[config.mk]
export PLATFORM = sky130hd
export DESIGN_NAME = mrr_core
export DESIGN_NICKNAME = d
export VERILOG_FILES = /design/src/mrr_pkg.sv /design/src/mrr_core.sv
export SDC_FILE = /design/constraint.sdc
export NUM_CORES = 1
export LEC_CHECK = 0
export ABC_CLOCK_PERIOD_IN_PS = 5900
export BUFFER_PORTS_ARGS = -buffer_cell sky130_fd_sc_hd__buf_2
export CAP_MARGIN = 25
export CORE_ASPECT_RATIO = 0.8
export CORE_MARGIN = 8
export CORE_UTILIZATION = 55
export CTS_CLUSTER_SIZE = 14
export DETAILED_ROUTE_END_ITERATION = 16
export GPL_TIMING_DRIVEN = 0
export HOLD_SLACK_MARGIN = 0.15
export PLACE_DENSITY = 0.85
export SLEW_MARGIN = 10
export SYNTH_ARGS = -nofsm -noshare
export SYNTH_HDL_FRONTEND = slang
export SYNTH_SLANG_ARGS = --single-unit
export TNS_END_PERCENT = 10
[constraint.sdc]
create_clock -name sys_clk -period 5.9 [get_ports sys_clk]
set_clock_uncertainty 0.15 [all_clocks]
set_input_delay 0.59 -clock sys_clk [delete_from_list [all_inputs] [get_ports sys_clk]]
set_output_delay 0.59 -clock sys_clk [all_outputs]
set_load 0.03 [all_outputs]
[src/mrr_pkg.sv]
// package for the move/return/rotate execution slice
// assumes a 14-bit instruction word and a 13-bit program counter
package mrr_pkg;
    localparam int INSTR_W = 14;
    localparam int PC_W = 13;
    localparam int DATA_W = 8;
    localparam int FADDR_W = 7;
    // instruction encodings
    localparam logic [13:0] IDLE_OP_CODE = 14'h0000;
    localparam logic [13:0] INT_RETURN_CODE = 14'h0009;
    localparam logic [6:0] MOVE_FILE_TOP = 7'h08; // low six bits give bits 13:8 = 001000
    localparam logic [6:0] STORE_ACC_TOP = 7'h01; // bits 13:7 = 0000001
    localparam logic [5:0] ROTATE_LEFT_TOP = 6'h0d; // bits 13:8
    localparam logic [3:0] LOAD_LIT_TOP = 4'h3; // bits 13:8 = 1100xx
    localparam logic [3:0] LIT_RETURN_TOP = 4'h3; // bits 13:8 = 1101xx
    localparam logic [1:0] LOAD_LIT_SUB = 2'h0;
    localparam logic [1:0] LIT_RETURN_SUB = 2'h1;
    // reset values
    localparam logic [7:0] ACC_RESET = 8'h00;
    localparam logic [12:0] PC_RESET = 13'h0000;
    // status bit positions in the flag vector {zero, digit carry, carry}
    localparam int CARRY_BIT = 0;
    localparam int ZERO_BIT = 2;
    typedef enum logic [2:0] {
        MRR_IDLE, MRR_MOVE_FILE, MRR_LOAD_LIT, MRR_INT_RETURN,
        MRR_STORE_ACC, MRR_LIT_RETURN, MRR_ROTATE_LEFT, MRR_OTHER
    } mrr_op_t;
    typedef enum {
        MRR_EXEC, MRR_FLUSH
    } mrr_state_t;
endpackage

[src/mrr_core.sv]
// execution slice for move, literal, return, rotate and idle instructions
// assumes instructions arrive one per cycle from fetch and file reads are combinational
`timescale 1ns/1ps
module mrr_core (
    // clock and reset
    input wire logic sys_clk,
    input wire logic rst_n,
    // instruction from fetch
    input wire logic instr_valid,
    input wire logic [mrr_pkg::INSTR_W-1:0] instr,
    // file register read port
    input wire logic [mrr_pkg::DATA_W-1:0] file_rdata,
    // stack and flags from the rest of the core
    input wire logic [mrr_pkg::PC_W-1:0] top_of_stack,
    input wire logic [2:0] status_in,
    // file register write port and write address
    output logic [mrr_pkg::FADDR_W-1:0] file_addr,
    output logic file_we,
    output logic [mrr_pkg::DATA_W-1:0] file_wdata,
    // core state
    output logic [mrr_pkg::DATA_W-1:0] acc,
    output logic [mrr_pkg::PC_W-1:0] pc,
    output logic [2:0] status_out,
    output logic status_we,
    output logic global_interrupt_enable,
    output logic stack_pop,
    output logic flush
);
    import mrr_pkg::*;

    // decoding is shared by execute and assertions
    function automatic mrr_op_t decode(input logic [13:0] w);
        if (w == IDLE_OP_CODE)
            return MRR_IDLE;
        else if (w == INT_RETURN_CODE)
            return MRR_INT_RETURN;
        else if (w[13:8] == MOVE_FILE_TOP[5:0])
            return MRR_MOVE_FILE;
        else if (w[13:7] == STORE_ACC_TOP)
            return MRR_STORE_ACC;
        else if (w[13:8] == ROTATE_LEFT_TOP)
            return MRR_ROTATE_LEFT;
        else if (w[13:12] == LOAD_LIT_TOP[1:0] && w[11:10] == LOAD_LIT_SUB)
            return MRR_LOAD_LIT;
        else if (w[13:12] == LIT_RETURN_TOP[1:0] && w[11:10] == LIT_RETURN_SUB)
            return MRR_LIT_RETURN;
        else
            return MRR_OTHER;
    endfunction

    mrr_op_t op;
    mrr_state_t state;
    logic dest_file;
    logic [7:0] rot_result;
    logic go;

    // address of the instruction in hand; registered below so it lines up with file_we
    logic [FADDR_W-1:0] next_file_addr;

    assign op = decode(instr);
    assign dest_file = instr[7];
    assign go = instr_valid && state == MRR_EXEC;
    // old carry enters bit 0, old bit 7 leaves as carry
    assign rot_result = {file_rdata[6:0], status_in[CARRY_BIT]};
    assign next_file_addr = instr[6:0];

    // flush state: a literal or interrupt return spends one dead cycle
    always_ff @(posedge sys_clk) begin
        if (!rst_n) begin
            state <= MRR_EXEC;
            flush <= 1'b0;
        end else begin
            case (state)
                MRR_EXEC: begin
                    if (go && (op == MRR_LIT_RETURN || op == MRR_INT_RETURN)) begin
                        state <= MRR_FLUSH;
                        flush <= 1'b1;
                    end else begin
                        flush <= 1'b0;
                    end
                end
                MRR_FLUSH: begin
                    state <= MRR_EXEC;
                    flush <= 1'b0;
                end
                default: begin
                    state <= MRR_EXEC;
                    flush <= 1'b0;
                end
            endcase
        end
    end

    // working register
    always_ff @(posedge sys_clk) begin
        if (!rst_n) begin
            acc <= ACC_RESET;
        end else if (go) begin
            case (op)
                MRR_MOVE_FILE: if (!dest_file) acc <= file_rdata;
                MRR_LOAD_LIT: acc <= instr[7:0];
                MRR_LIT_RETURN: acc <= instr[7:0];
                MRR_ROTATE_LEFT: if (!dest_file) acc <= rot_result;
                default: acc <= acc;
            endcase
        end
    end

    // file register writes, registered so outputs come from flops
    always_ff @(posedge sys_clk) begin
        if (!rst_n) begin
            file_we <= 1'b0;
            file_wdata <= ACC_RESET;
            file_addr <= '0;
        end else begin
            file_addr <= next_file_addr;
            file_we <= 1'b0;
            if (go) begin
                case (op)
                    MRR_MOVE_FILE: begin
                        file_we <= dest_file;
                        file_wdata <= file_rdata;
                    end
                    MRR_STORE_ACC: begin
                        file_we <= 1'b1;
                        file_wdata <= acc;
                    end
                    MRR_ROTATE_LEFT: begin
                        file_we <= dest_file;
                        file_wdata <= rot_result;
                    end
                    default: file_we <= 1'b0;
                endcase
            end
        end
    end

    // status flags: only the move touches zero, only the rotate touches carry
    always_ff @(posedge sys_clk) begin
        if (!rst_n) begin
            status_out <= 3'h0;
            status_we <= 1'b0;
        end else begin
            status_out <= status_in;
            status_we <= 1'b0;
            if (go) begin
                case (op)
                    MRR_MOVE_FILE: begin
                        status_out[ZERO_BIT] <= (file_rdata == 8'h00);
                        status_we <= 1'b1;
                    end
                    MRR_ROTATE_LEFT: begin
                        status_out[CARRY_BIT] <= file_rdata[7];
                        status_we <= 1'b1;
                    end
                    default: status_we <= 1'b0;
                endcase
            end
        end
    end

    // program counter, stack pop and global interrupt enable
    always_ff @(posedge sys_clk) begin
        if (!rst_n) begin
            pc <= PC_RESET;
            stack_pop <= 1'b0;
            global_interrupt_enable <= 1'b0;
        end else begin
            stack_pop <= 1'b0;
            if (go) begin
                case (op)
                    MRR_INT_RETURN: begin
                        pc <= top_of_stack;
                        stack_pop <= 1'b1;
                        global_interrupt_enable <= 1'b1;
                    end
                    MRR_LIT_RETURN: begin
                        pc <= top_of_stack;
                        stack_pop <= 1'b1;
                    end
                    default: pc <= pc + 13'h0001;
                endcase
            end
        end
    end
endmodule // mrr_core

==> qor.txt, run 1 <==
I/O pin cnt - 85
Main synth FF type - dfxtp_1
P per Cell Area - 214 mW/mm^2
critical path type - in2reg
Post-CTS Hold Fix Bufs - 0
clk sinks - 45
register bit total from synthesis - 45
Total Routing Usage GR - 23.0%
antenna violations before repair - 0
Fin. Hold Viols - 0
worst hold path class - reg2reg
CP max stage cell - nor3_1
DRC violations left - 0
DR pass1 iterations - 5
H-Tree Level Count - 2
leakage power total - 1.50 nW
post-DP HPWL - 6.42 mm
number of global-route vias before repair - 2697
via count of the routed design - 2939
DR WL/cell - 19.1 um
CORE AREA - 0.00462 mm^2
met1 usage - 31.8%
final wirelength - 8.79 mm
biggest cell delay along the critical path - 680 ps
yosys warns - 0
CTS buffer count - 5
Vias/cell - 6.39
Cells after Synth - 307
largest net degree at the start of global routing - 17
fin crit share - 62.1%
Async S/R FF share, synth - 0%
Setup crit end kind - flip-flop
Seq/Total Area, Yosys - 33.9%
GRT met3 Usage - 5.04%
Die W - 93.7 um
share of post-route cells with drive strength above 1 - 30.0%
area grow syn2layout - 22.4%
port buffer count - 83
syn_area_per_cell - 8.66 um^2
slew margin rel. - 41.5%
worst-path maximum fanout - 10
CTS tree - yes
RSZ-0062 raised after global routing - no
fmax - 0.273 GHz
Top delay family on crit path - simple AND/OR/NAND/NOR gates
Max Slew Vio Count - 0
die area - 0.00733 mm^2
final setup violation count - 0
worst path required time - 6000 ps
RD Place Congestion - 0.936
1st-iter DRT viols - 401
CTS Root Cell - clkbuf_8
DIE HEIGHT - 78.2 um
Clk pin slew, worst setup/hold paths - 90 ps
global-route wire length before repair - 13.6 mm
ant diodes - 0
crit start category - primary input
Row Count - 22
buffers and inverters on the worst path - 3
GR met2 Demand/Resource - 33.7%
worst-margin pin slew - 871 ps
IR drop worst, VDD - 0.167 mV
effective utilization at floorplan - 57.5%
CP cell instances - buf_2 -> or4_1 -> clkbuf_2 -> or3_1 -> nor2_1 -> a211o_1 -> ha_1 -> nand2_1 -> nor3_1 -> buf_6 -> o211ai_1 -> a31oi_1
total grt overflow - 0
clock tree buffer depth - 2
post-CTS setup buffers - 0
Post-synth EDFFs - 0
Post-CTS Resized - 0
busiest layer in global routing - met2
status - completed
final hold slack - 312 ps
syn_nets - 350
synth unique cells - 50
synthesized area - 0.00266 mm^2
max-cap check violation count - 0
setup TNS - 0 ps
fin crit period - 3670 ps
Worst Path Arrival - 3760 ps
internal reg-to-reg setup slack - 3510 ps
Post-DRT Antenna Nets - 0
Worst-Skew Late Latency - 320 ps
Final nets - 442
state kept, by name, indices dropped and copies added, names as in the netlist:
signal / flops
pc: 13
acc: 8
file_wdata: 8
file_addr: 7
status_out: 3
file_we: 1
flush: 1
global_interrupt_enable: 1
stack_pop: 1
state: 1
status_we: 1
path summary, 6_finish.rpt:
path                                    start            end  cells after the start
worst min register to register  file_wdata[3]  file_wdata[3]                      2
worst max-delay path                instr[13]          pc[7]                     12
worst max register to register          pc[4]         pc[11]                      5
worst min-delay path            file_wdata[3]  file_wdata[3]                      2
report_power, final:
| group | leakage [nW] | switching [mW] | internal (mW) |
|---|---|---|---|
| registers | 0.368 | 0.0135 | 0.318 |
| logic | 1.08 | 0.101 | 0.0561 |
| clock network | 0.0447 | 0.122 | 0.0857 |
| total | 1.50 | 0.236 | 0.460 |
layer usage:
| layer | part of all wire [%] | wire [um] |
|---|---|---|
| met3 | 11 | 955 |
| met2 | 44 | 3830 |
| met1 | 44 | 3840 |
| met5 | 0 | 0 |
| met4 | 1.8 | 158 |
placed cells by master, fill, tap and decap left out, types with 8 or more instances in the layout:
cell,n
nor3_1,11
nand2_1,32
buf_2,88
clkbuf_1,12
o21ai_0,13
a21o_1,10
nor2_1,9
nor3b_1,10
and2_1,12
a211oi_1,16
dfxtp_1,45
a31oi_1,13
and3_1,10
o211ai_1,18
mux2i_1,8
cells by family after synthesis:
group | count (synthesis) | synth area share (%)
adders and majority gates | 2 | 0.941
DFF | 45 | 33.9
muxes | 8 | 3.01
xor gates and xnor gates | 1 | 0.329
AOI/OAI and AO/OA | 103 | 30.7
buffers and inverters | 28 | 5.27
and+or+nand+nor | 120 | 25.9
through the flow:
| step | std cells | setup slack (ps) | util, % | instance area (um^2) | total power, mW |
|---|---|---|---|---|---|
| 6_report | 460 | 2230 | 70.3 | 3250 | 0.696 |
| 5_1_grt | 460 | 1950 | 70.3 | 3250 | 0.719 |
| 4_1_cts | 458 | 2150 | 70.1 | 3240 | 0.694 |
| 3_5_place_dp | 450 | 1820 | 68.1 | 3150 | 0.492 |
| 3_3_place_gp | 450 | 1940 | 68.1 | 3150 | 0.488 |
| 2_1_floorplan | 307 | 2510 | - | 2660 | 0.435 |
worst reg2reg max path, stage by stage, from the launching register on:
cell and delay, ps:
dfxtp_1 430, nand2_1 210, or4_1 620, or4_1 500, a211o_1 300, a31oi_1 120
cell type report:
type | count | area, um^2
multi-input cells | 234 | 1620
fillers | 388 | 1370
flip-flops and latches | 45 | 901
repair buffers | 85 | 425
plain buffers | 21 | 114
well taps | 60 | 75.1
clock buffers | 5 | 68.8
inverters | 7 | 26.3
clock inverters | 3 | 25.0
cell usage after synthesis (2+ instances only):
cell | n | area share, %
buf_6 | 4 | 1.7
a211o_1 | 4 | 1.3
buf_2 | 3 | 0.56
a221oi_2 | 7 | 4.0
ha_1 | 2 | 0.94
mux2i_1 | 8 | 3.0
or3_1 | 4 | 0.94
nand3_1 | 6 | 1.1
or4_1 | 6 | 1.7
o21ai_0 | 13 | 2.4
nand2_1 | 32 | 4.5
nor4_1 | 4 | 0.94
o31ai_1 | 2 | 0.56
a21oi_1 | 7 | 1.3
and2_1 | 12 | 2.8
o311a_1 | 2 | 0.75
dfxtp_1 | 45 | 34
and3_1 | 10 | 2.4
nor3b_1 | 10 | 2.8
nor2b_1 | 4 | 0.94
a211oi_1 | 16 | 4.5
inv_1 | 7 | 0.99
or2_2 | 2 | 0.47
a221oi_1 | 2 | 0.66
nor2_1 | 9 | 1.3
nor3_1 | 11 | 2.1
nand4_1 | 3 | 0.71
o211ai_1 | 18 | 5.1
a31oi_1 | 13 | 3.1
a21o_1 | 10 | 2.8
clkbuf_1 | 12 | 1.7
Power figures use the tool's default switching activity.
==> run 2, diff against run 1 <==
- ABC_AREA: not set -> 1
- ABC_CLOCK_PERIOD_IN_PS: 5900 -> 3400
- CORE_UTILIZATION: 55 -> 52
- PLACE_DENSITY: 0.85 -> 0.81
- clock period: 5.9 -> 3.4 ns (I/O delays scaled with it)
==> run 2 against run 1 <==
Against the previous run:
- clock power grew 69%
- via count shrank 2.1%
- die area grew 7.4%
- wire length shrank 8.3%
- worst setup slack lost 1600 ps
- cell count grew 20%
- sequential cell count is the same
- cell area grew 5.2%
- critical endpoint is now acc[3]
- highest routed layer unchanged
==> qor.txt, run 2 <==
Async S/R FF share, synth - 0% (unchanged)
die area - 0.00787 mm^2 (+7.4%)
antenna violations before repair - 0 (unchanged)
setup slack after layout - 631 ps (-1600 ps)
crit start category - primary input
Fin. Hold Viols - 0 (unchanged)
Total Routing Usage GR - 19.7% (-3.3 points)
port buffer count - 84 (+1.2%)
slew margin rel. - 64.7% (+23 points)
Seq/Total Area, Yosys - 32.8% (-1.1 points)
DIE HEIGHT - 81.0 um (+3.6%)
area grow syn2layout - 24.7%
syn_nets - 431 (+23%)
biggest cell delay along the critical path - 530 ps (-150 ps)
Vias/cell - 5.22 (-18%)
count leader, synth - nand2_1
max FFs per register - 13 (unchanged)
total grt overflow - 0 (unchanged)
Setup crit end kind - flip-flop
internal reg-to-reg setup slack - 1510 ps (-2000 ps)
Largest regs - pc x13, acc x8, file_wdata x8
ant diodes - 0 (unchanged)
effective utilization at floorplan - 54.5% (-3.0 points)
CTS Root Cell - clkbuf_8
yosys warns - 0 (unchanged)
RD Place Congestion - 0.890 (-4.9%)
DRC violations left - 0 (unchanged)
setup TNS - 0 ps (unchanged)
Post-synth top cells - nand2_1 (70), inv_1 (56), nand3_1 (55)
HP Start - top_of_stack[10]
Post-synth EDFFs - 0 (unchanged)
I/O pin cnt - 85 (unchanged)
synth unique cells - 34 (-32%)
IR drop worst, VDD - 0.239 mV (+43%)
most common cell after layout, fill and taps aside - buf_2
Row Count - 23 (+4.5%)
Final nets - 531 (+20%)
synthesized area - 0.00275 mm^2 (+3.2%)
Largest Register - pc
share of post-route cells with drive strength above 1 - 30.7% (+0.67 points)
critical path type - in2reg
DR pass1 iterations - 5 (unchanged)
Main synth FF type - dfxtp_1
leakage power total - 1.88 nW (+25%)
worst-margin pin slew - 530 ps (-341 ps)
Clk pin slew, worst setup/hold paths - 90 ps (about the same)
H-Tree Level Count - 2 (unchanged)
Cells after Synth - 388 (+26%)
final wirelength - 8.06 mm (-8.3%)
worst hold endpoint - pc[10]
CP cell instances - dlygate4sd3_1 -> buf_2 -> nor2_1 -> nand2_1 -> nor2_1 -> nand2_2 -> and3_2 -> ha_1 -> inv_1 -> nand4_1 -> nand3_1 -> nand3_1 -> nor2_1 -> nor2_1
number of global-route vias before repair - 2666 (-1.1%)
register bit total from synthesis - 45 (unchanged)
Die W - 97.2 um (+3.7%)
Worst-Skew Late Latency - 300 ps (-20 ps)
global-route wire length before repair - 13.0 mm (-4.7%)
RSZ-0062 raised after global routing - no
syn_area_per_cell - 7.08 um^2 (-18%)
max-cap check violation count - 0 (unchanged)
post-CTS setup buffers - 0 (unchanged)
Post-DRT Antenna Nets - 0 (unchanged)
via count of the routed design - 2877 (-2.1%)
worst hold path class - in2reg
worst r2r dst - pc[8]
DP Area - 0.00324 mm^2 (+3.0%)
Max Slew Vio Count - 0 (unchanged)
DR WL/cell - 14.6 um (-23%)
final setup violation count - 0 (unchanged)
status - completed
worst path required time - 3460 ps (-2540 ps)
fmax - 0.361 GHz
CORE AREA - 0.00504 mm^2 (+8.9%)
Yosys top cell by area - dfxtp_1
Fill cells - 443 (+14%)
clk sinks - 45 (unchanged)
largest net degree at the start of global routing - 16 (-1)
largest cells by area after synthesis - dfxtp_1 (33%), nand3_1 (10%), nand2_1 (9.6%), inv_1 (7.7%), nor2_1 (6.6%)
P per Cell Area - 339 mW/mm^2 (+59%)
fin crit share - 81.4%
1st-iter DRT viols - 225 (-44%)
fin crit period - 2770 ps
CTS buffer count - 5 (unchanged)
CP most frequent cell - nor2_1
worst reg-to-reg path cell count - 9 (+4)
worst r2r src - pc[0]
CTS tree - yes
Yosys top cell area share - 32.8% (-1.1 points)
final instance area - 0.00342 mm^2 (+5.2%)
pre-CTS WS - 607 ps (-1210 ps)
Worst Path Arrival - 2820 ps (-940 ps)
worst-path maximum fanout - 8 (-2)
post-DP HPWL - 6.05 mm (-5.8%)
Worst Hold Depth - 5 (+3)
CP max stage cell - dlygate4sd3_1
most frequent cells in the layout - buf_2 (87), nand2_1 (70), inv_1 (56), nand3_1 (55), nor2_1 (48)
clock tree buffer depth - 2 (unchanged)
run 2: cell count changes after synthesis, moves of 12 or more:
cell,change
nor2_1,+39
a31oi_1,-13
nand3_1,+49
inv_1,+49
a211oi_1,-16
nand2_1,+38
o211ai_1,-18
and2_1,-12
run 2: power by group:
group | internal (mW) | switching (mW) | leakage [nW]
combinational | 0.0926 | 0.157 | 1.47
clock | 0.146 | 0.204 | 0.0445
sequential | 0.548 | 0.0141 | 0.367
run 2: kinds of logic after synthesis:
group	after synthesis	share of synthesized area (%)
AND/OR/NAND/NOR	222	42.3
buffers and inverters	74	12.3
flip-flops	45	32.8
AO/OA/AOI/OAI	36	8.80
XOR/XNOR	9	2.87
adder cells (fa/ha/maj)	2	0.911
run 2: worst max-delay path by stage:
stage,start,endpoint,cells after the start
floorplan,instr[13],acc[5],12
global placement,instr[13],acc[3],14
detailed placement,instr[13],acc[3],14
CTS,instr[1],acc[3],14
global route,instr[2],acc[1],14
finish,instr[5],acc[3],14
run 2: critical path, delay by kind of cell:
kind,cells,cell delay (ps)
adder cells (fa/ha/maj),1,250
AND/OR/NAND/NOR,10,1470
buffers and inverters,3,750
run 2: repair_timing:
action                    in CTS  in global routing
resized for setup              0                  0
hold endpoints to repair       9                  0
hold buffers                   9                  0
run 2: cell type report:
type / instances / area [um^2] / area share (%)
multi-input combinational: 269 / 1510 / 44.0
sequential: 45 / 901 / 26.3
timing repair buffer: 93 / 510 / 14.9
inverter: 61 / 236 / 6.91
buffer: 13 / 101 / 2.96
tap: 62 / 77.6 / 2.27
clock buffer: 5 / 68.8 / 2.01
clock inverter: 3 / 21.3 / 0.621
run 2: metal layers:
layer / global-route usage, % / routed length (um) / up-vias
met5: 0 / 0 / -
met4: 4.52 / 71 / 0
met3: 5.00 / 577 / 10
met2: 34.0 / 3770 / 113
met1: 24.5 / 3640 / 1317
li1: - / - / 1437
run 2: stage by stage:
stage	hold slack [ps]	util, %	instances	total power, mW
2_1_floorplan	283	-	388	0.732
3_3_place_gp	312	64.4	534	0.807
3_5_place_dp	300	64.4	534	0.812
4_1_cts	188	68.0	551	1.16
5_1_grt	188	68.0	551	1.21
6_report	196	68.0	551	1.16
